--- src/crm_defs.svh ---
`ifndef CRM_DEFS_SVH
`define CRM_DEFS_SVH

// ==========================================
// Memory-mapped register addresses
`define CRM_ADDR_XHIGH 8'hBE
`define CRM_ADDR_XLOW 8'hBF
`define CRM_ADDR_STACK 8'hBD
`define CRM_ADDR_FLAGS 8'hBC

// ==========================================
// Stack window and reset values
`define CRM_STACK_BASE 8'h30
`define CRM_SP_RESET 4'hF
`define CRM_PC_RESET 12'h800
`define CRM_FLAGS_RESET 8'h00
`define CRM_FLAGS_MASK 8'h3F

// ==========================================
// Condition flag bit positions
`define CRM_FLAG_C 0
`define CRM_FLAG_H 1
`define CRM_FLAG_Z 2
`define CRM_FLAG_N 3
`define CRM_FLAG_G 4
`define CRM_FLAG_R 5

// ==========================================
// Index pointer layout
`define CRM_XSEL_BIT 11
`define CRM_XHIGH_SEL_BIT 3

`endif

--- src/crm_pkg.sv ---
package crm_pkg;

  // ==========================================
  // Operations issued by the execution unit
  typedef enum logic [4:0] {
    OP_NOP, OP_LDA, OP_ADD, OP_ADC, OP_SUBC, OP_AND, OP_OR, OP_XOR,
    OP_INC, OP_DEC, OP_CLR, OP_RLC, OP_RRC, OP_SETC, OP_CLRC,
    OP_FLIPC, OP_BITC, OP_SETG, OP_CLRG, OP_LDX, OP_INCX, OP_DECX,
    OP_IDX_RD, OP_IDX_WR, OP_CALL, OP_RET
  } crm_op_t;

  // ==========================================
  // Call and return sequencer
  typedef enum logic [2:0] {
    ST_IDLE, ST_PUSH_HI, ST_POP_LO, ST_POP_WAIT, ST_POP_END
  } crm_seq_t;

  // ==========================================
  // Whole state of the register model
  typedef struct packed {
    logic [7:0] acc;
    logic x_sel;
    logic [10:0] x_low;
    logic [10:0] pc;
    logic [3:0] sp;
    logic [7:0] flags;
    crm_seq_t seq;
    logic busy;
    logic [7:0] tmp;
    logic [11:0] ea_addr;
    logic ea_rd;
    logic ea_wr;
    logic ea_blocked;
    logic [7:0] stk_addr;
    logic stk_rd;
    logic stk_wr;
    logic [7:0] stk_wdata;
    logic [7:0] rdata;
    logic map_hit;
    logic mode_meta;
    logic mode_sync;
  } crm_state_t;

endpackage : crm_pkg

--- src/crm_flag_unit.sv ---
`timescale 1ns/1ps

module crm_flag_unit
  import crm_pkg::*;
(
  // Operation
  input wire crm_op_t op_in,
  input wire logic [7:0] acc_in,
  input wire logic [7:0] operand_in,
  input wire logic carry_in,
  // Result and flags
  output logic [7:0] result_out,
  output logic carry_out,
  output logic half_out,
  output logic acc_we_out,
  output logic arith_out,
  output logic zn_out
);

  // Nine-bit add with carry in, shared by the adding operations
  function automatic logic [8:0] add9(input logic [7:0] a, input logic [7:0] b,
                                     input logic ci);
    add9 = {1'b0, a} + {1'b0, b} + {8'h00, ci};
  endfunction : add9

  // Nibble carry of the same sum
  function automatic logic nib_carry(input logic [7:0] a, input logic [7:0] b,
                                     input logic ci);
    logic [4:0] s;
    s = {1'b0, a[3:0]} + {1'b0, b[3:0]} + {4'h0, ci};
    nib_carry = s[4];
  endfunction : nib_carry

  // Datapath and flag sources
  always_comb begin
    logic [8:0] sum;
    sum = 9'h000;
    result_out = acc_in;
    carry_out = carry_in;
    half_out = 1'b0;
    acc_we_out = 1'b1;
    arith_out = 1'b0;
    zn_out = 1'b1;
    unique case (op_in)
      OP_LDA: result_out = operand_in;
      OP_ADD, OP_ADC: begin
        sum = add9(acc_in, operand_in, (op_in == OP_ADC) & carry_in);
        result_out = sum[7:0];
        carry_out = sum[8];
        half_out = nib_carry(acc_in, operand_in, (op_in == OP_ADC) & carry_in);
        arith_out = 1'b1;
      end
      OP_SUBC: begin
        // Carry in and out mean borrow
        sum = add9(acc_in, ~operand_in, ~carry_in);
        result_out = sum[7:0];
        carry_out = ~sum[8];
        half_out = ~nib_carry(acc_in, ~operand_in, ~carry_in);
        arith_out = 1'b1;
      end
      OP_AND: result_out = acc_in & operand_in;
      OP_OR: result_out = acc_in | operand_in;
      OP_XOR: result_out = acc_in ^ operand_in;
      OP_INC: result_out = acc_in + 8'h01;
      OP_DEC: result_out = acc_in - 8'h01;
      OP_CLR: result_out = 8'h00;
      OP_RLC: begin
        result_out = {acc_in[6:0], carry_in};
        carry_out = acc_in[7];
      end
      OP_RRC: begin
        result_out = {carry_in, acc_in[7:1]};
        carry_out = acc_in[0];
      end
      default: begin
        acc_we_out = 1'b0;
        zn_out = 1'b0;
      end
    endcase
  end

endmodule : crm_flag_unit

--- src/crm_core_regs.sv ---
`timescale 1ns/1ps
`include "crm_defs.svh"
// Overview of operation
// - 8-bit accumulator holds operands and results
// - Effective address is pointer plus offset
// - Indexed writes to code space are blocked
// - Pointer halves mapped at 0xBE, 0xBF
// - Pointer bit 11 selects data/program space
// - Counter use touches low eleven bits only
// - 11-bit program counter, reset to 0x800
// - 4-bit stack index covers 0x30-0x3F
// - Stack index resets to 0xF
// - Push subtracts two, pull adds two
// - Stack index points at next free slot
// - Call pushes return address, low first
// - Return pops address into program counter
// - Status holds C, H, Z, N, G, R
// - Carry set on carry or borrow
// - Rotates shift through the carry
// - Load bit to carry, flip carry
// - Half carry from lower nibble
// - Zero flag tracks zero result
// - Negative flag tracks result MSB
// - Pointer, stack, status memory-mapped only
// - Interrupt mask cleared by any reset
// - Unsigned offset added to low eleven bits

module crm_core_regs
  import crm_pkg::*;
(
  // Clock and reset
  input wire logic clock_in,
  input wire logic rst_n_in,
  // Mode strap pin
  input wire logic prog_mode_in,
  // Execution requests
  input wire logic op_valid_in,
  input wire crm_op_t op_in,
  input wire logic [7:0] operand_in,
  input wire logic [10:0] target_in,
  input wire logic bit_in,
  // Memory-mapped register access
  input wire logic [7:0] map_addr_in,
  input wire logic map_rd_in,
  input wire logic map_wr_in,
  input wire logic [7:0] map_wdata_in,
  output logic [7:0] map_rdata_out,
  output logic map_hit_out,
  // Indexed memory access
  output logic [11:0] ea_addr_out,
  output logic ea_rd_out,
  output logic ea_wr_out,
  output logic ea_blocked_out,
  // Stack memory
  output logic [7:0] stk_addr_out,
  output logic stk_rd_out,
  output logic stk_wr_out,
  output logic [7:0] stk_wdata_out,
  input wire logic [7:0] stk_rdata_in,
  // Visible state
  output logic [7:0] accumulator_out,
  output logic [11:0] instruction_pointer_out,
  output logic [11:0] index_pointer_out,
  output logic [3:0] stack_index_out,
  output logic [7:0] condition_flags_out,
  output logic busy_out
);

  // ==========================================
  // State and reset value
  localparam crm_state_t RESET_STATE = '{
    acc: 8'h00,
    x_sel: 1'b0,
    x_low: 11'h000,
    pc: 11'(`CRM_PC_RESET & 12'h07FF),
    sp: `CRM_SP_RESET,
    flags: `CRM_FLAGS_RESET,
    seq: ST_IDLE,
    busy: 1'b0,
    tmp: 8'h00,
    ea_addr: 12'h000,
    ea_rd: 1'b0,
    ea_wr: 1'b0,
    ea_blocked: 1'b0,
    stk_addr: 8'h00,
    stk_rd: 1'b0,
    stk_wr: 1'b0,
    stk_wdata: 8'h00,
    rdata: 8'h00,
    map_hit: 1'b0,
    mode_meta: 1'b0,
    mode_sync: 1'b0
  };

  crm_state_t q;
  crm_state_t d;
  logic op_take;
  logic [7:0] fu_result;
  logic fu_carry;
  logic fu_half;
  logic fu_acc_we;
  logic fu_arith;
  logic fu_zn;

  // Stack slot address inside the RAM window
  function automatic logic [7:0] slot(input logic [3:0] idx);
    slot = `CRM_STACK_BASE | {4'h0, idx};
  endfunction : slot

  // Address decode of the mapped registers
  function automatic logic is_mapped(input logic [7:0] a);
    is_mapped = (a == `CRM_ADDR_XHIGH) || (a == `CRM_ADDR_XLOW) ||
                (a == `CRM_ADDR_STACK) || (a == `CRM_ADDR_FLAGS);
  endfunction : is_mapped

  // Requests are taken only when idle and in normal mode
  assign op_take = op_valid_in && (q.seq == ST_IDLE) && !q.mode_sync;

  // ==========================================
  // Accumulator datapath
  crm_flag_unit u_flag_unit (
    .op_in(op_in),
    .acc_in(q.acc),
    .operand_in(operand_in),
    .carry_in(q.flags[`CRM_FLAG_C]),
    .result_out(fu_result),
    .carry_out(fu_carry),
    .half_out(fu_half),
    .acc_we_out(fu_acc_we),
    .arith_out(fu_arith),
    .zn_out(fu_zn)
  );

  // ==========================================
  // Next-state logic
  always_comb begin
    d = q;
    // Strap synchroniser
    d.mode_meta = prog_mode_in;
    d.mode_sync = q.mode_meta;
    d.ea_rd = 1'b0;
    d.ea_wr = 1'b0;
    d.ea_blocked = 1'b0;
    d.stk_rd = 1'b0;
    d.stk_wr = 1'b0;
    d.map_hit = 1'b0;

    // Executed operation
    if (op_take) begin
      if (fu_acc_we) begin
        d.acc = fu_result;
      end
      if (fu_arith) begin
        d.flags[`CRM_FLAG_C] = fu_carry;
        d.flags[`CRM_FLAG_H] = fu_half;
      end
      if (fu_zn) begin
        d.flags[`CRM_FLAG_Z] = (fu_result == 8'h00);
        d.flags[`CRM_FLAG_N] = fu_result[7];
      end
      if (op_in == OP_RLC || op_in == OP_RRC) begin
        d.flags[`CRM_FLAG_C] = fu_carry;
      end
      unique case (op_in)
        OP_SETC: d.flags[`CRM_FLAG_C] = 1'b1;
        OP_CLRC: d.flags[`CRM_FLAG_C] = 1'b0;
        OP_FLIPC: d.flags[`CRM_FLAG_C] = !q.flags[`CRM_FLAG_C];
        OP_BITC: d.flags[`CRM_FLAG_C] = bit_in;
        OP_SETG: d.flags[`CRM_FLAG_G] = 1'b1;
        OP_CLRG: d.flags[`CRM_FLAG_G] = 1'b0;
        OP_LDX: begin
          d.x_sel = bit_in;
          d.x_low = target_in;
        end
        OP_INCX: d.x_low = q.x_low + 11'h001;
        OP_DECX: d.x_low = q.x_low - 11'h001;
        OP_IDX_RD: begin
          d.ea_addr = {q.x_sel, q.x_low + {3'h0, operand_in}};
          d.ea_rd = 1'b1;
        end
        OP_IDX_WR: begin
          d.ea_addr = {q.x_sel, q.x_low + {3'h0, operand_in}};
          d.ea_wr = !q.x_sel;
          d.ea_blocked = q.x_sel;
        end
        OP_CALL: begin
          // Low byte of the return address goes out first
          d.stk_addr = slot(q.sp);
          d.stk_wdata = q.pc[7:0];
          d.stk_wr = 1'b1;
          d.tmp = {5'h00, q.pc[10:8]};
          d.pc = target_in;
          d.seq = ST_PUSH_HI;
        end
        OP_RET: begin
          d.stk_addr = slot(q.sp + 4'h1);
          d.stk_rd = 1'b1;
          d.seq = ST_POP_LO;
        end
        default: begin
        end
      endcase
    end

    // Call and return sequencer
    unique case (q.seq)
      ST_IDLE: begin
      end
      ST_PUSH_HI: begin
        d.stk_addr = slot(q.sp - 4'h1);
        d.stk_wdata = q.tmp;
        d.stk_wr = 1'b1;
        d.sp = q.sp - 4'h2;
        d.seq = ST_IDLE;
      end
      ST_POP_LO: begin
        d.stk_addr = slot(q.sp + 4'h2);
        d.stk_rd = 1'b1;
        d.seq = ST_POP_WAIT;
      end
      ST_POP_WAIT: begin
        d.tmp = stk_rdata_in;
        d.seq = ST_POP_END;
      end
      ST_POP_END: begin
        d.pc = {q.tmp[2:0], stk_rdata_in};
        d.sp = q.sp + 4'h2;
        d.seq = ST_IDLE;
      end
    endcase

    // Busy follows the next sequencer state so it leaves a flip-flop
    d.busy = (d.seq != ST_IDLE);

    // Mapped register read, pointer bit 11 reads as zero
    if (map_rd_in) begin
      d.map_hit = is_mapped(map_addr_in);
      unique case (map_addr_in)
        `CRM_ADDR_XHIGH: d.rdata = {5'h00, q.x_low[10:8]};
        `CRM_ADDR_XLOW: d.rdata = q.x_low[7:0];
        `CRM_ADDR_STACK: d.rdata = {4'h0, q.sp};
        `CRM_ADDR_FLAGS: d.rdata = q.flags;
        default: d.rdata = 8'h00;
      endcase
    end

    // Mapped register write wins over a same-cycle update
    if (map_wr_in) begin
      d.map_hit = is_mapped(map_addr_in);
      unique case (map_addr_in)
        `CRM_ADDR_XHIGH: begin
          d.x_sel = map_wdata_in[`CRM_XHIGH_SEL_BIT];
          d.x_low[10:8] = map_wdata_in[2:0];
        end
        `CRM_ADDR_XLOW: d.x_low[7:0] = map_wdata_in;
        `CRM_ADDR_STACK: d.sp = map_wdata_in[3:0];
        `CRM_ADDR_FLAGS: d.flags = map_wdata_in & `CRM_FLAGS_MASK;
        default: begin
        end
      endcase
    end
  end

  // State register with synchronous reset
  always_ff @(posedge clock_in) begin
    if (!rst_n_in) begin
      q <= RESET_STATE;
    end else begin
      q <= d;
    end
  end

  // ==========================================
  // Outputs straight from the state register
  assign map_rdata_out = q.rdata;
  assign map_hit_out = q.map_hit;
  assign ea_addr_out = q.ea_addr;
  assign ea_rd_out = q.ea_rd;
  assign ea_wr_out = q.ea_wr;
  assign ea_blocked_out = q.ea_blocked;
  assign stk_addr_out = q.stk_addr;
  assign stk_rd_out = q.stk_rd;
  assign stk_wr_out = q.stk_wr;
  assign stk_wdata_out = q.stk_wdata;
  assign accumulator_out = q.acc;
  assign instruction_pointer_out = {1'b1, q.pc};
  assign index_pointer_out = {q.x_sel, q.x_low};
  assign stack_index_out = q.sp;
  assign condition_flags_out = q.flags;
  assign busy_out = q.busy;

  logic flags_wr;
  assign flags_wr = map_wr_in && (map_addr_in == `CRM_ADDR_FLAGS);
endmodule : crm_core_regs

--- config.mk ---
export PLATFORM = sky130hd
export DESIGN_NAME = crm_core_regs
export DESIGN_NICKNAME = d
export VERILOG_FILES = /design/src/crm_pkg.sv /design/src/crm_flag_unit.sv /design/src/crm_core_regs.sv
export VERILOG_INCLUDE_DIRS = /design/src
export SDC_FILE = /design/constraint.sdc
export NUM_CORES = 1
export LEC_CHECK = 0
export BUFFER_PORTS_ARGS = -buffer_cell sky130_fd_sc_hd__buf_2
export CAP_MARGIN = 20
export CORE_ASPECT_RATIO = 1.5
export CORE_UTILIZATION = 45
export CTS_BUF_LIST = sky130_fd_sc_hd__clkbuf_8
export DETAILED_ROUTE_END_ITERATION = 8
export PLACE_DENSITY = 0.67
export SYNTH_ARGS = -nofsm -noshare
export SYNTH_HDL_FRONTEND = slang
export SYNTH_SLANG_ARGS = --single-unit
--- constraint.sdc ---
create_clock -name clock_in -period 9.8 [get_ports clock_in]
set_clock_uncertainty 0.2 [all_clocks]
set_input_delay 0.49 -clock clock_in [delete_from_list [all_inputs] [get_ports clock_in]]
set_output_delay 0.49 -clock clock_in [all_outputs]
set_load 0.03 [all_outputs]
==> results of run 1 <==
==> power groups by stage <==
stage               Clock (W)  Combinational (W)  Sequential (W)
floorplan                   0           0.000123        0.000402
global placement            0           0.000159        0.000410
detailed placement          0           0.000159        0.000410
CTS                  0.000279           0.000160        0.000401
global route         0.000297           0.000176        0.000402
finish               0.000274           0.000162        0.000401
==> routing by layer <==
layer  wire (um)  part of all wire, %  up-vias  global-route usage [%]
met5           0                    0        -                       0
met4        1223                  5.2        0                   13.70
met3        1571                  6.6       82                   2.939
met2       11790                   50      347                   48.65
met1        9162                   39     3369                   32.79
li1            -                    -     3450                       -
==> area by class of cell <==
type | count | area share (%)
flip-flops and latches | 94 | 23.98
multi-input cells | 695 | 58.76
inverters | 42 | 2.009
clock buffers | 10 | 1.754
repair buffers | 143 | 9.345
well taps | 206 | 3.285
clock inverters | 6 | 0.8611
==> per-stage QoR <==
step / hold slack, ps / utilization [%] / worst slack, ps / cell area, um^2 / cells
finish: 149.7 / 48.25 / 5923 / 7846 / 1196
floorplan: 211.9 / - / 6207 / 7521 / 975
global placement: 213.8 / 46.99 / 5696 / 7641 / 1180
CTS: 143.3 / 48.25 / 5970 / 7846 / 1196
global route: 157.3 / 48.25 / 5695 / 7846 / 1196
detailed placement: 221.5 / 46.99 / 5596 / 7641 / 1180
==> flip-flops by register name, indices dropped and copies added (netlist names), 4 cells and up <==
register                 count
ea_addr_out                 12
index_pointer_out           12
q                           12
instruction_pointer_out     11
accumulator_out              8
map_rdata_out                8
stk_wdata_out                8
condition_flags_out          6
stk_addr_out                 5
stack_index_out              4
==> worst max path at each step <==
| stage | startpoint | endpoint | slack, ps | cells after the start |
|---|---|---|---|---|
| 2_1_floorplan | op_in[3] | condition_flags_out[2] | 6210 | 11 |
| 6_report | op_in[0] | index_pointer_out[10] | 5920 | 12 |
| 3_5_place_dp | op_in[0] | index_pointer_out[10] | 5600 | 12 |
| 3_3_place_gp | op_in[0] | index_pointer_out[10] | 5700 | 12 |
| 5_1_grt | op_in[0] | index_pointer_out[10] | 5700 | 12 |
| 4_1_cts | op_in[0] | index_pointer_out[10] | 5970 | 12 |
==> worst max-delay path: cells and delay by family <==
kind	cells	cell delay (ps)
buffers and inverters	2	650
AO/OA/AOI/OAI	6	1310
AND/OR/NAND/NOR	2	810
multiplexers	1	360
adder cells (fa/ha/maj)	1	350
==> kinds of logic (layout without fill, tap and decap cells) <==
group	after synthesis	count (layout)	synth area share, %
flops	94	94	25.06
other cells	2	5	0.1000
buf+inv	186	201	13.78
compound gates	275	275	24.36
simple gates	324	324	22.03
fa+ha+maj	54	54	9.597
xor+xnor	22	22	2.566
mux	15	15	2.516
==> layout by cell type (no fill, tap or decap), types with 11 or more instances in the layout <==
| cell | instances |
|---|---|
| sky130_fd_sc_hd__buf_2 | 136 |
| sky130_fd_sc_hd__dfxtp_1 | 94 |
| sky130_fd_sc_hd__nand2_1 | 91 |
| sky130_fd_sc_hd__a21oi_1 | 75 |
| sky130_fd_sc_hd__o21ai_0 | 66 |
| sky130_fd_sc_hd__nor2_1 | 58 |
| sky130_fd_sc_hd__nand3_1 | 51 |
| sky130_fd_sc_hd__ha_1 | 48 |
| sky130_fd_sc_hd__inv_1 | 41 |
| sky130_fd_sc_hd__nor3_1 | 18 |
| sky130_fd_sc_hd__nand2b_1 | 16 |
| sky130_fd_sc_hd__xnor2_1 | 14 |
| sky130_fd_sc_hd__and2_1 | 13 |
| sky130_fd_sc_hd__a211oi_1 | 12 |
| sky130_fd_sc_hd__o211ai_1 | 12 |
| sky130_fd_sc_hd__mux2i_1 | 11 |
==> Implementation_results.wiki, run 1 <==
{| class="wikitable"
! Metric !! Value
|-
| Fraction of power consumed by combinational cells || 19.3%
|-
| Delay contributed by the slowest stage of the critical path || 480 ps
|-
| Die Ht || 160.2 um
|-
| IO Pins || 142
|-
| Count of unique library cells instantiated by Yosys || 81
|-
| Overall global routing resource usage || 27.63%
|-
| Clk sink count || 94
|-
| Storage element area || 1882 um^2
|-
| Total power per unit cell area || 106.8 nW/um^2
|-
| Required time at the endpoint of the critical path || 9890 ps
|-
| Via count of the first global-routing pass || 6,682
|-
| Die area || 17,220 um^2
|-
| Critical-path cell with the highest stage delay || sky130_fd_sc_hd__nor2b_4
|-
| Post-detailed-route count of antenna-violating nets || 0
|-
| Fraction of post-synthesis cell area in the top cell type by area || 25.06%
|-
| Post-layout min period || 3877 ps
|-
| Setup Fix Bufs, Post-CTS || 0
|-
| Reg2reg path depth || 9
|-
| Total of flip-flops plus latches after synthesis || 94
|-
| Clock Tree Root || sky130_fd_sc_hd__clkbuf_8
|-
| TritonCTS clock tree || yes
|-
| CTS Hold Bufs || 0
|-
| Leak Pwr || 3.417 nW
|-
| Final slew viol count || 0
|-
| Pint || 0.0005708 W
|-
| Netlist area before placement || 7510 um^2
|-
| Ordered cell list for the critical path || buf_2, nor2b_4, nand3_1, inv_1, ha_1, a21o_1, a211oi_1, o21ai_0, a2111o_1, o211ai_1, mux2_2, a31oi_1
|-
| Final total power || 0.0008377 W
|-
| # port buffers || 136
|-
| X dimension of the die || 107.5 um
|-
| Switching portion of total power || 31.86%
|-
| RSZ-0062 raised after global routing || false
|-
| Routed len/inst || 19.85 um
|-
| Cells on Worst Hold Path || 2
|-
| Leading post-synthesis cells by cell area || sky130_fd_sc_hd__dfxtp_1 25%, sky130_fd_sc_hd__buf_4 8.2%, sky130_fd_sc_hd__ha_1 8.0%, sky130_fd_sc_hd__a21oi_1 5.0%, sky130_fd_sc_hd__nand2_1 4.5%
|-
| Final number of hold-violating endpoints || 0
|-
| CTS H-Tree Depth || 3
|-
| Largest fanout of any net on the critical path || 17
|-
| Setup crit start kind || primary input
|-
| Worst setup path category || in -> reg
|-
| Final weighted congestion in routability-driven placement || 0.9693
|-
| Count of synthesis-stage warnings from yosys || 0
|-
| Core area || 16,260 um^2
|-
| Data arrival time of the critical path || 3970 ps
|-
| Post-synthesis cell type with the largest combined area || sky130_fd_sc_hd__dfxtp_1
|-
| Total congestion overflow || 0
|-
| First-pass iteration count of the detailed router || 5
|-
| Post-synthesis area per instance || 7.726 um^2
|-
| Most common flop cell mapped by yosys || sky130_fd_sc_hd__dfxtp_1
|-
| Number of placement rows || 57
|-
| Worst Hold End || d[0]
|-
| Library cell with the highest instance count after synthesis || sky130_fd_sc_hd__dfxtp_1
|-
| Total Routed Length || 23,750 um
|-
| Via density per instance || 6.060
|-
| Synth cell count leaders || 94 x sky130_fd_sc_hd__dfxtp_1, 91 x sky130_fd_sc_hd__nand2_1, 82 x sky130_fd_sc_hd__buf_4
|-
| Min-delay src || prog_mode_in
|-
| Number of flops mapped to enable cells by yosys || 0
|-
| Worst R2R Setup Slack || 6020 ps
|-
| Gates resized, CTS repair || 0
|-
| Slew of the pin with the lowest slew margin || 1103 ps
|-
| Iteration-0 DRC count of the detailed router || 574
|-
| Count of nets after finishing || 1,094
|-
| Min-Delay Path Class || in -> reg
|-
| Share of final-layout standard cells stronger than drive strength 1 || 17.78%
|-
| Total via count after detailed routing || 7,248
|-
| Count of endpoints failing setup in the final report || 0
|-
| Critical R2R Launch || accumulator_out[0]
|-
| IR Drop Worst-Case VDD || 0.06895 mV
|-
| Sum of negative setup slack || 0 ps
|-
| Async set or reset register ratio after synthesis || 0%
|-
| Worst slew margin relative to its limit || 26.25%
|-
| Source-to-sink clock delay at the later pin of the worst-skew pair || 360 ps
|-
| Initial antenna violation count || 0
|-
| Net switching component of the power || 0.0002669 W
|-
| Fill count || 1,676
|-
| Sequential element share of the synthesized area || 25.06%
|-
| Number of remaining DRC errors || 0
|-
| Result of the run || completed
|-
| Setup crit end kind || flop
|-
| Critical register-to-register path endpoint || condition_flags_out[2]
|-
| Number of maximum-capacitance constraint violations || 0
|-
| Footprint of the multi-input gates || 4611 um^2
|-
| Fmax || 0.2579 GHz
|-
| CTS Buf Count || 9
|-
| Global-route wire length before repair || 36,800 um
|-
| Max Root-Sink Buffers || 2
|-
| Pin count of the biggest net entering global routing || 56
|-
| Clock-pin slew on the worst setup and hold paths || 100 ps
|-
| Crit share post-route || 39.56%
|-
| Part of the total power dissipated in the clock network || 32.8%
|-
| Initial cell density of the core || 46.18%
|-
| Count of mapped cells out of synthesis || 972
|-
| Ant. Diodes || 0
|-
| Fraction of power consumed by sequential logic || 47.9%
|-
| Growth of design area from synthesis to finish || 4.482%
|-
| Final HPWL DP || 17,910 um
|}
Power figures use the tool's default switching activity.
==> inputs of run 2 (changes only) <==
--- a/config.mk
+++ b/config.mk
@@ -6,6 +6,7 @@
 export SDC_FILE = /design/constraint.sdc
 export NUM_CORES = 1
 export LEC_CHECK = 0
+export ABC_AREA = 1
 export BUFFER_PORTS_ARGS = -buffer_cell sky130_fd_sc_hd__buf_2
 export CAP_MARGIN = 20
 export CORE_ASPECT_RATIO = 1.5
==> constraint.sdc (replaced) <==
create_clock -name clock_in -period 3.7 [get_ports clock_in]
set_clock_uncertainty 0.2 [all_clocks]
set_input_delay 0.185 -clock clock_in [delete_from_list [all_inputs] [get_ports clock_in]]
set_output_delay 0.185 -clock clock_in [all_outputs]
set_load 0.03 [all_outputs]
==> Implementation_results.wiki, run 2 <==
{| class="wikitable"
! Metric !! Value
|-
| Result of the run || completed
|-
| Share of final-layout standard cells stronger than drive strength 1 || 15.91% (-1.9 points)
|-
| Critical register-to-register path endpoint || condition_flags_out[2]
|-
| CTS H-Tree Depth || 3 (unchanged)
|-
| Cells on Worst Hold Path || 3 (+1)
|-
| Number of maximum-capacitance constraint violations || 0 (unchanged)
|-
| Fraction of post-synthesis cell area in the top cell type by area || 24.43% (-0.63 points)
|-
| Hold slack final || 23.88 ps (-125.8 ps)
|-
| Setup Fix Bufs, Post-CTS || 0 (unchanged)
|-
| Slew of the pin with the lowest slew margin || 900.8 ps (-202.5 ps)
|-
| Most common flop cell mapped by yosys || sky130_fd_sc_hd__dfxtp_1
|-
| Total Routed Length || 26,140 um (+10%)
|-
| RSZ-0062 raised after global routing || false
|-
| Number of remaining DRC errors || 0 (unchanged)
|-
| Count of synthesis-stage warnings from yosys || 0 (unchanged)
|-
| Largest fanout of any net on the critical path || 12 (-5)
|-
| Via density per instance || 5.587 (-7.8%)
|-
| Fmax || 0.3229 GHz
|-
| Final weighted congestion in routability-driven placement || 1.001 (+3.2%)
|-
| Sequential element share of the synthesized area || 24.43% (-0.63 points)
|-
| Total congestion overflow || 0 (unchanged)
|-
| Pin count of the biggest net entering global routing || 61 (+8.9%)
|-
| Clock Tree Root || sky130_fd_sc_hd__clkbuf_8
|-
| Data arrival time of the critical path || 3210 ps (-760 ps)
|-
| Synth cell count leaders || 238 x sky130_fd_sc_hd__nand2_1, 132 x sky130_fd_sc_hd__inv_1, 97 x sky130_fd_sc_hd__nor2_1
|-
| Number of flops mapped to enable cells by yosys || 0 (unchanged)
|-
| Routed len/inst || 17.82 um (-10%)
|-
| Mux contribution to synthesized area || 0% (-2.5 points)
|-
| Via count of the first global-routing pass || 7,738 (+16%)
|-
| Async set or reset register ratio after synthesis || 0% (unchanged)
|-
| Post-layout min period || 3097 ps
|-
| Iteration-0 DRC count of the detailed router || 643 (+12%)
|-
| Total via count after detailed routing || 8,196 (+13%)
|-
| Library cell with the highest instance count after synthesis || sky130_fd_sc_hd__nand2_1
|-
| Sum of negative setup slack || 0 ps (unchanged)
|-
| Largest family of logic cells by synthesized area || simple AND/OR/NAND/NOR gates
|-
| Crit share post-route || 83.71%
|-
| XOR/XNOR Fraction of Synth Area || 1.706% (-0.86 points)
|-
| CTS Buf Count || 9 (unchanged)
|-
| Max Root-Sink Buffers || 2 (unchanged)
|-
| Fill count || 1,771 (+5.7%)
|-
| Post-detailed-route count of antenna-violating nets || 0 (unchanged)
|-
| Total of flip-flops plus latches after synthesis || 94 (unchanged)
|-
| Min-Delay Path Class || in -> reg
|-
| Ant. Diodes || 0 (unchanged)
|-
| IR Drop Worst-Case VDD || 0.1817 mV (+160%)
|-
| Worst Hold End || ea_rd_out
|-
| First-pass iteration count of the detailed router || 6 (+1)
|-
| Cell total after placement || 1,419 (+20%)
|-
| Netlist area before placement || 7702 um^2 (+2.6%)
|-
| Gates resized, CTS repair || 0 (unchanged)
|-
| Final slew viol count || 0 (unchanged)
|-
| Number of non-filler instances in the completed layout || 1,467 (+23%)
|-
| Clk sink count || 94 (unchanged)
|-
| Count of endpoints failing setup in the final report || 0 (unchanged)
|-
| Source-to-sink clock delay at the later pin of the worst-skew pair || 370 ps (about the same)
|-
| Most frequent cells in the layout || 238 x sky130_fd_sc_hd__nand2_1, 136 x sky130_fd_sc_hd__buf_2, 133 x sky130_fd_sc_hd__inv_1, 97 x sky130_fd_sc_hd__nor2_1
|-
| X dimension of the die || 108.8 um (+1.3%)
|-
| Die Ht || 162.2 um (+1.3%)
|-
| Total power per unit cell area || 307.8 nW/um^2 (+190%)
|-
| TritonCTS clock tree || yes
|-
| Global-route wire length before repair || 40,210 um (+9.2%)
|-
| Count of mapped cells out of synthesis || 1,166 (+20%)
|-
| Required time at the endpoint of the critical path || 3810 ps (-6080 ps)
|-
| Die area || 17,650 um^2 (+2.5%)
|-
| Initial antenna violation count || 0 (unchanged)
|-
| Worst slew margin relative to its limit || 39.48% (+13 points)
|-
| Commonest non-fill, non-tap cell in the layout || sky130_fd_sc_hd__nand2_1
|-
| Final HPWL DP || 20,280 um (+13%)
|-
| Number of placement rows || 58 (+1.8%)
|-
| Adder-cell share of the synthesized area || 9.357% (-0.24 points)
|-
| Clock-pin slew on the worst setup and hold paths || 110 ps (about the same)
|-
| Min-delay src || op_in[1]
|-
| Growth of design area from synthesis to finish || 11.13%
|-
| Leak Pwr || 4.200 nW (+23%)
|-
| Simple-gate share of the synthesized area || 28.33% (+6.3 points)
|-
| Critical R2R Launch || accumulator_out[0]
|-
| Worst setup path category || in -> reg
|-
| Post-synthesis cell type with the largest combined area || sky130_fd_sc_hd__dfxtp_1
|-
| Compound-cell area share of the yosys netlist || 19.69% (-4.7 points)
|-
| Initial cell density of the core || 45.95% (-0.24 points)
|-
| IO Pins || 142 (unchanged)
|-
| Final number of hold-violating endpoints || 0 (unchanged)
|-
| Setup crit start kind || primary input
|-
| Post-synthesis area per instance || 6.606 um^2 (-14%)
|-
| Reg2reg path depth || 15 (+6)
|-
| Core area || 16,760 um^2 (+3.1%)
|-
| Count of unique library cells instantiated by Yosys || 52 (-36%)
|-
| Leading post-synthesis cells by cell area || sky130_fd_sc_hd__dfxtp_1 24%, sky130_fd_sc_hd__nand2_1 12%, sky130_fd_sc_hd__buf_4 8.1%, sky130_fd_sc_hd__ha_1 7.8%, sky130_fd_sc_hd__inv_1 6.4%
|-
| Setup crit end kind || flop
|-
| Overall global routing resource usage || 29.52% (+1.9 points)
|-
| Count of nets after finishing || 1,363 (+25%)
|-
| Worst R2R Setup Slack || 600 ps (-5420 ps)
|-
| # port buffers || 136 (unchanged)
|}
[run 2: cell count changes in the layout (fill, tap and decap cells not counted), sizes merged, moves of 9 or more]
cell and change:
nor2 +51, mux2i -11, and2 -16, dlygate4sd3 +33, a31oi +9, a21oi +12, nand3 +46, nor2b -11
nand2 +152, nand2b -16, o21ai +11, inv +96, xnor2 -10
[run 2: worst max path at each step]
stage | startpoint | to | slack (ps)
3_5_place_dp | op_in[1] | condition_flags_out[2] | 590
4_1_cts | accumulator_out[0] | condition_flags_out[2] | 630
2_1_floorplan | op_in[2] | index_pointer_out[7] | 1070
3_3_place_gp | op_in[1] | condition_flags_out[2] | 740
6_report | op_in[1] | index_pointer_out[7] | 600
5_1_grt | accumulator_out[0] | condition_flags_out[2] | 360
[run 2: cell type report]
class                           count  area [um^2]  area share, %
Clock buffer                       10        137.6          1.608
Clock inverter                      4        50.05         0.5847
Inverter                          141        529.3          6.183
Multi-Input combinational cell    825         4569          53.38
Sequential cell                    94         1882          21.99
Tap cell                          210        262.8          3.070
Timing Repair Buffer              183         1129          13.19
[run 2: per-stage QoR]
stage          instance area (um^2)  power (W)  utilization (%)  worst slack (ps)
6_report                       8559   0.002634            51.06             602.9
5_1_grt                        8559   0.002766            51.06             360.6
4_1_cts                        8529   0.002637            50.88             626.3
3_5_place_dp                   8021   0.001916            47.85             594.6
3_3_place_gp                   8021   0.001913            47.85             741.1
2_1_floorplan                  7714   0.001717                -              1074
[run 2: cell families after synthesis]
logic type / count (synthesis)
fa+ha+maj: 54
compound gates: 255
xor+xnor: 15
flops: 94
buf+inv: 250
simple gates: 496
other cells: 2
[run 2: critical path, cell delays in order]
cell and delay (ps):
sky130_fd_sc_hd__buf_2 190, sky130_fd_sc_hd__inv_1 200, sky130_fd_sc_hd__nand2_2 120, sky130_fd_sc_hd__nor2_1 480, sky130_fd_sc_hd__ha_1 400, sky130_fd_sc_hd__nand2_1 90, sky130_fd_sc_hd__nand2_1 70, sky130_fd_sc_hd__nand3_1 70
sky130_fd_sc_hd__o211ai_1 110, sky130_fd_sc_hd__a21oi_1 230, sky130_fd_sc_hd__o21bai_1 100, sky130_fd_sc_hd__a21boi_0 140, sky130_fd_sc_hd__o21ai_0 100, sky130_fd_sc_hd__a21oi_1 140, sky130_fd_sc_hd__dlygate4sd3_1 560
[run 2: timing repair]
action | 4_1_cts | 5_1_grt
setup endpoints to repair | 0 | 0
hold endpoints to repair | 48 | 5
hold buffers | 32 | 1
[run 2: per-layer routing]
metal | up-vias | wire length (um) | global-route usage (%) | share of wire [%]
met2 | 348 | 13270 | 53.19 | 51
met4 | 0 | 1387 | 16.34 | 5.3
li1 | 4000 | - | - | -
met5 | - | 0 | 0 | 0
met3 | 76 | 1404 | 3.451 | 5.4
met1 | 3772 | 10070 | 32.99 | 39
[run 2: power breakdown]
group	total (W)	switching, W	internal, W
sequential	0.00112	0.0000531	0.00106
combinational	0.000814	0.000566	0.000247
clock	0.000705	0.000382	0.000323
==> inputs of run 3 (changes only) <==
==> constraint.sdc (replaced) <==
create_clock -name clock_in -period 3.2 [get_ports clock_in]
set_clock_uncertainty 0.2 [all_clocks]
set_input_delay 0.16 -clock clock_in [delete_from_list [all_inputs] [get_ports clock_in]]
set_output_delay 0.16 -clock clock_in [all_outputs]
set_load 0.03 [all_outputs]
==> Implementation_results.wiki, run 3 (synthesis results as in run 2) <==
{| class="wikitable"
! Metric !! Value
|-
| Setup Fix Bufs, Post-CTS || 0 (unchanged)
|-
| Max Root-Sink Buffers || 2 (unchanged)
|-
| Share of final-layout standard cells stronger than drive strength 1 || 17.15% (+1.2 points)
|-
| Worst setup path category || in -> reg
|-
| Final HPWL DP || 20,470 um (+0.93%)
|-
| Total Routed Length || 26,110 um (-0.10%)
|-
| Crit share post-route || 92.18%
|-
| First-pass iteration count of the detailed router || 6 (unchanged)
|-
| CTS H-Tree Depth || 3 (unchanged)
|-
| Setup crit end kind || flop
|-
| Via count of the first global-routing pass || 7,740 (+0.026%)
|-
| Min-Delay Path Class || in -> reg
|-
| # port buffers || 136 (unchanged)
|-
| Initial cell density of the core || 45.95% (unchanged)
|-
| Sum of negative setup slack || 0 ps (unchanged)
|-
| Post-detailed-route count of antenna-violating nets || 0 (unchanged)
|-
| Core area || 16,760 um^2 (unchanged)
|-
| Number of remaining DRC errors || 0 (unchanged)
|-
| Setup crit start kind || primary input
|-
| Ant. Diodes || 0 (unchanged)
|-
| RSZ-0062 raised after global routing || false
|-
| Initial antenna violation count || 0 (unchanged)
|-
| Overall global routing resource usage || 29.57% (+0.051 points)
|-
| Leak Pwr || 4.251 nW (+1.2%)
|-
| Total via count after detailed routing || 8,234 (+0.46%)
|-
| Pin count of the biggest net entering global routing || 43 (-30%)
|-
| Minimum setup slack in the final design || 250.4 ps (-352.5 ps)
|-
| Clock Tree Root || sky130_fd_sc_hd__clkbuf_8
|-
| Source-to-sink clock delay at the later pin of the worst-skew pair || 370 ps (about the same)
|-
| Final weighted congestion in routability-driven placement || 0.9933 (-0.75%)
|-
| Slew of the pin with the lowest slew margin || 897.5 ps (-3.293 ps)
|-
| Data arrival time of the critical path || 3070 ps (-140 ps)
|-
| X dimension of the die || 108.8 um (unchanged)
|-
| Number of maximum-capacitance constraint violations || 0 (unchanged)
|-
| Global-route wire length before repair || 40,250 um (+0.12%)
|-
| TritonCTS clock tree || yes
|-
| Commonest non-fill, non-tap cell in the layout || sky130_fd_sc_hd__nand2_1
|-
| Worst R2R Setup Slack || 300 ps (-300 ps)
|-
| Clock-pin slew on the worst setup and hold paths || 100 ps (about the same)
|-
| Clk sink count || 94 (unchanged)
|-
| CTS Buf Count || 9 (unchanged)
|-
| Critical R2R Launch || q[55]
|-
| Iteration-0 DRC count of the detailed router || 658 (+2.3%)
|-
| Die area || 17,650 um^2 (unchanged)
|-
| IR Drop Worst-Case VDD || 0.1789 mV (-1.5%)
|-
| Post-layout min period || 2950 ps
|-
| Pre-CTS worst setup slack || 226.7 ps (-367.9 ps)
|-
| Count of endpoints failing setup in the final report || 0 (unchanged)
|-
| Total power per unit cell area || 345.7 nW/um^2 (+12%)
|-
| Most frequent cells in the layout || 238 x sky130_fd_sc_hd__nand2_1, 136 x sky130_fd_sc_hd__buf_2, 133 x sky130_fd_sc_hd__inv_1, 96 x sky130_fd_sc_hd__nor2_1
|-
| Final number of hold-violating endpoints || 0 (unchanged)
|-
| Number of placement rows || 58 (unchanged)
|-
| Count of nets after finishing || 1,375 (+0.88%)
|-
| Fill count || 1,731 (-2.3%)
|-
| Crit path to || index_pointer_out[7]
|-
| Fmax || 0.3390 GHz
|-
| Worst slew margin relative to its limit || 40.16% (+0.68 points)
|-
| Via density per instance || 5.560 (-0.49%)
|-
| Total congestion overflow || 0 (unchanged)
|-
| Die Ht || 162.2 um (unchanged)
|-
| Routed len/inst || 17.63 um (-1.0%)
|-
| Largest fanout of any net on the critical path || 11 (-1)
|-
| Growth of design area from synthesis to finish || 12.10%
|-
| Hold slack final || 30.65 ps (+6.770 ps)
|-
| Result of the run || completed
|-
| Required time at the endpoint of the critical path || 3320 ps (-490 ps)
|-
| IO Pins || 142 (unchanged)
|-
| Final slew viol count || 0 (unchanged)
|-
| Reg2reg path depth || 9 (-6)
|-
| Setup crit start || op_in[1]
|-
| Critical register-to-register path endpoint || instruction_pointer_out[2]
|}
## run 3: cell count changes in the layout (fill, tap and decap cells not counted), sizes merged
cell / previous run / this run
inv: 140 / 142
dlygate4sd3: 33 / 32
clkinvlp: 1 / 2
buf: 150 / 163
clkbuf: 10 / 9
bufinv: 1 / 0
clkinv: 3 / 4
## run 3: routing by layer
layer,routed length [um],global-route usage (%),vias up
li1,-,-,4023
met1,10170,33.27,3809
met2,13240,54.34,331
met3,1445,2.809,71
met4,1254,14.56,0
met5,0,0,-
## run 3: how the worst min path moves through the flow
stage                               from          end  depth (start not counted)
after CTS                 map_addr_in[0]  map_hit_out                          4
after detailed placement    prog_mode_in         d[0]                          3
after floorplan             prog_mode_in         d[0]                          2
after global placement      prog_mode_in         d[0]                          3
final                     map_addr_in[0]  map_hit_out                          4
after global routing      map_addr_in[0]  map_hit_out                          4
## run 3: cell type report
cell class / count / area, um^2 / share of cell area [%]
clock buffers: 9 / 123.9 / 1.435
clock inverters: 7 / 50.05 / 0.5796
inverters: 141 / 529.3 / 6.130
multi-input cells: 825 / 4583 / 53.08
flip-flops and latches: 94 / 1882 / 21.79
well taps: 210 / 262.8 / 3.043
repair buffers: 195 / 1204 / 13.94
## run 3: where the power goes
group	switching, W	total, W	internal, W
logic	0.000672	0.000970	0.000298
clock network	0.000452	0.000737	0.000285
registers	0.0000488	0.00128	0.00123
## run 3: through the flow
stage | power, W | util [%] | area, um^2 | cells
detailed placement | 0.002233 | 48.48 | 8127 | 1433
global route | 0.003144 | 51.51 | 8635 | 1481
floorplan | 0.001986 | - | 7714 | 1169
finish | 0.002985 | 51.51 | 8635 | 1481
global placement | 0.002231 | 48.48 | 8127 | 1433
CTS | 0.002992 | 51.43 | 8621 | 1481
## run 3: worst max-delay path: stages
cell	delay (ps)
sky130_fd_sc_hd__buf_2	120
sky130_fd_sc_hd__buf_4	180
sky130_fd_sc_hd__inv_1	190
sky130_fd_sc_hd__nand2_2	130
sky130_fd_sc_hd__nor2_1	120
sky130_fd_sc_hd__buf_4	210
sky130_fd_sc_hd__ha_1	310
sky130_fd_sc_hd__nand2_1	90
sky130_fd_sc_hd__nand2_1	60
sky130_fd_sc_hd__nand3_1	70
sky130_fd_sc_hd__o211ai_1	120
sky130_fd_sc_hd__a21oi_1	230
sky130_fd_sc_hd__o21bai_1	110
sky130_fd_sc_hd__a21boi_0	150
sky130_fd_sc_hd__o21ai_0	110
sky130_fd_sc_hd__a21oi_1	140
sky130_fd_sc_hd__dlygate4sd3_1	560
## run 3: what timing repair did
item	CTS	global route
hold buffers	32	0
endpoints found under the setup margin	0	4
hold endpoints to repair	51	0
resized for setup	0	3
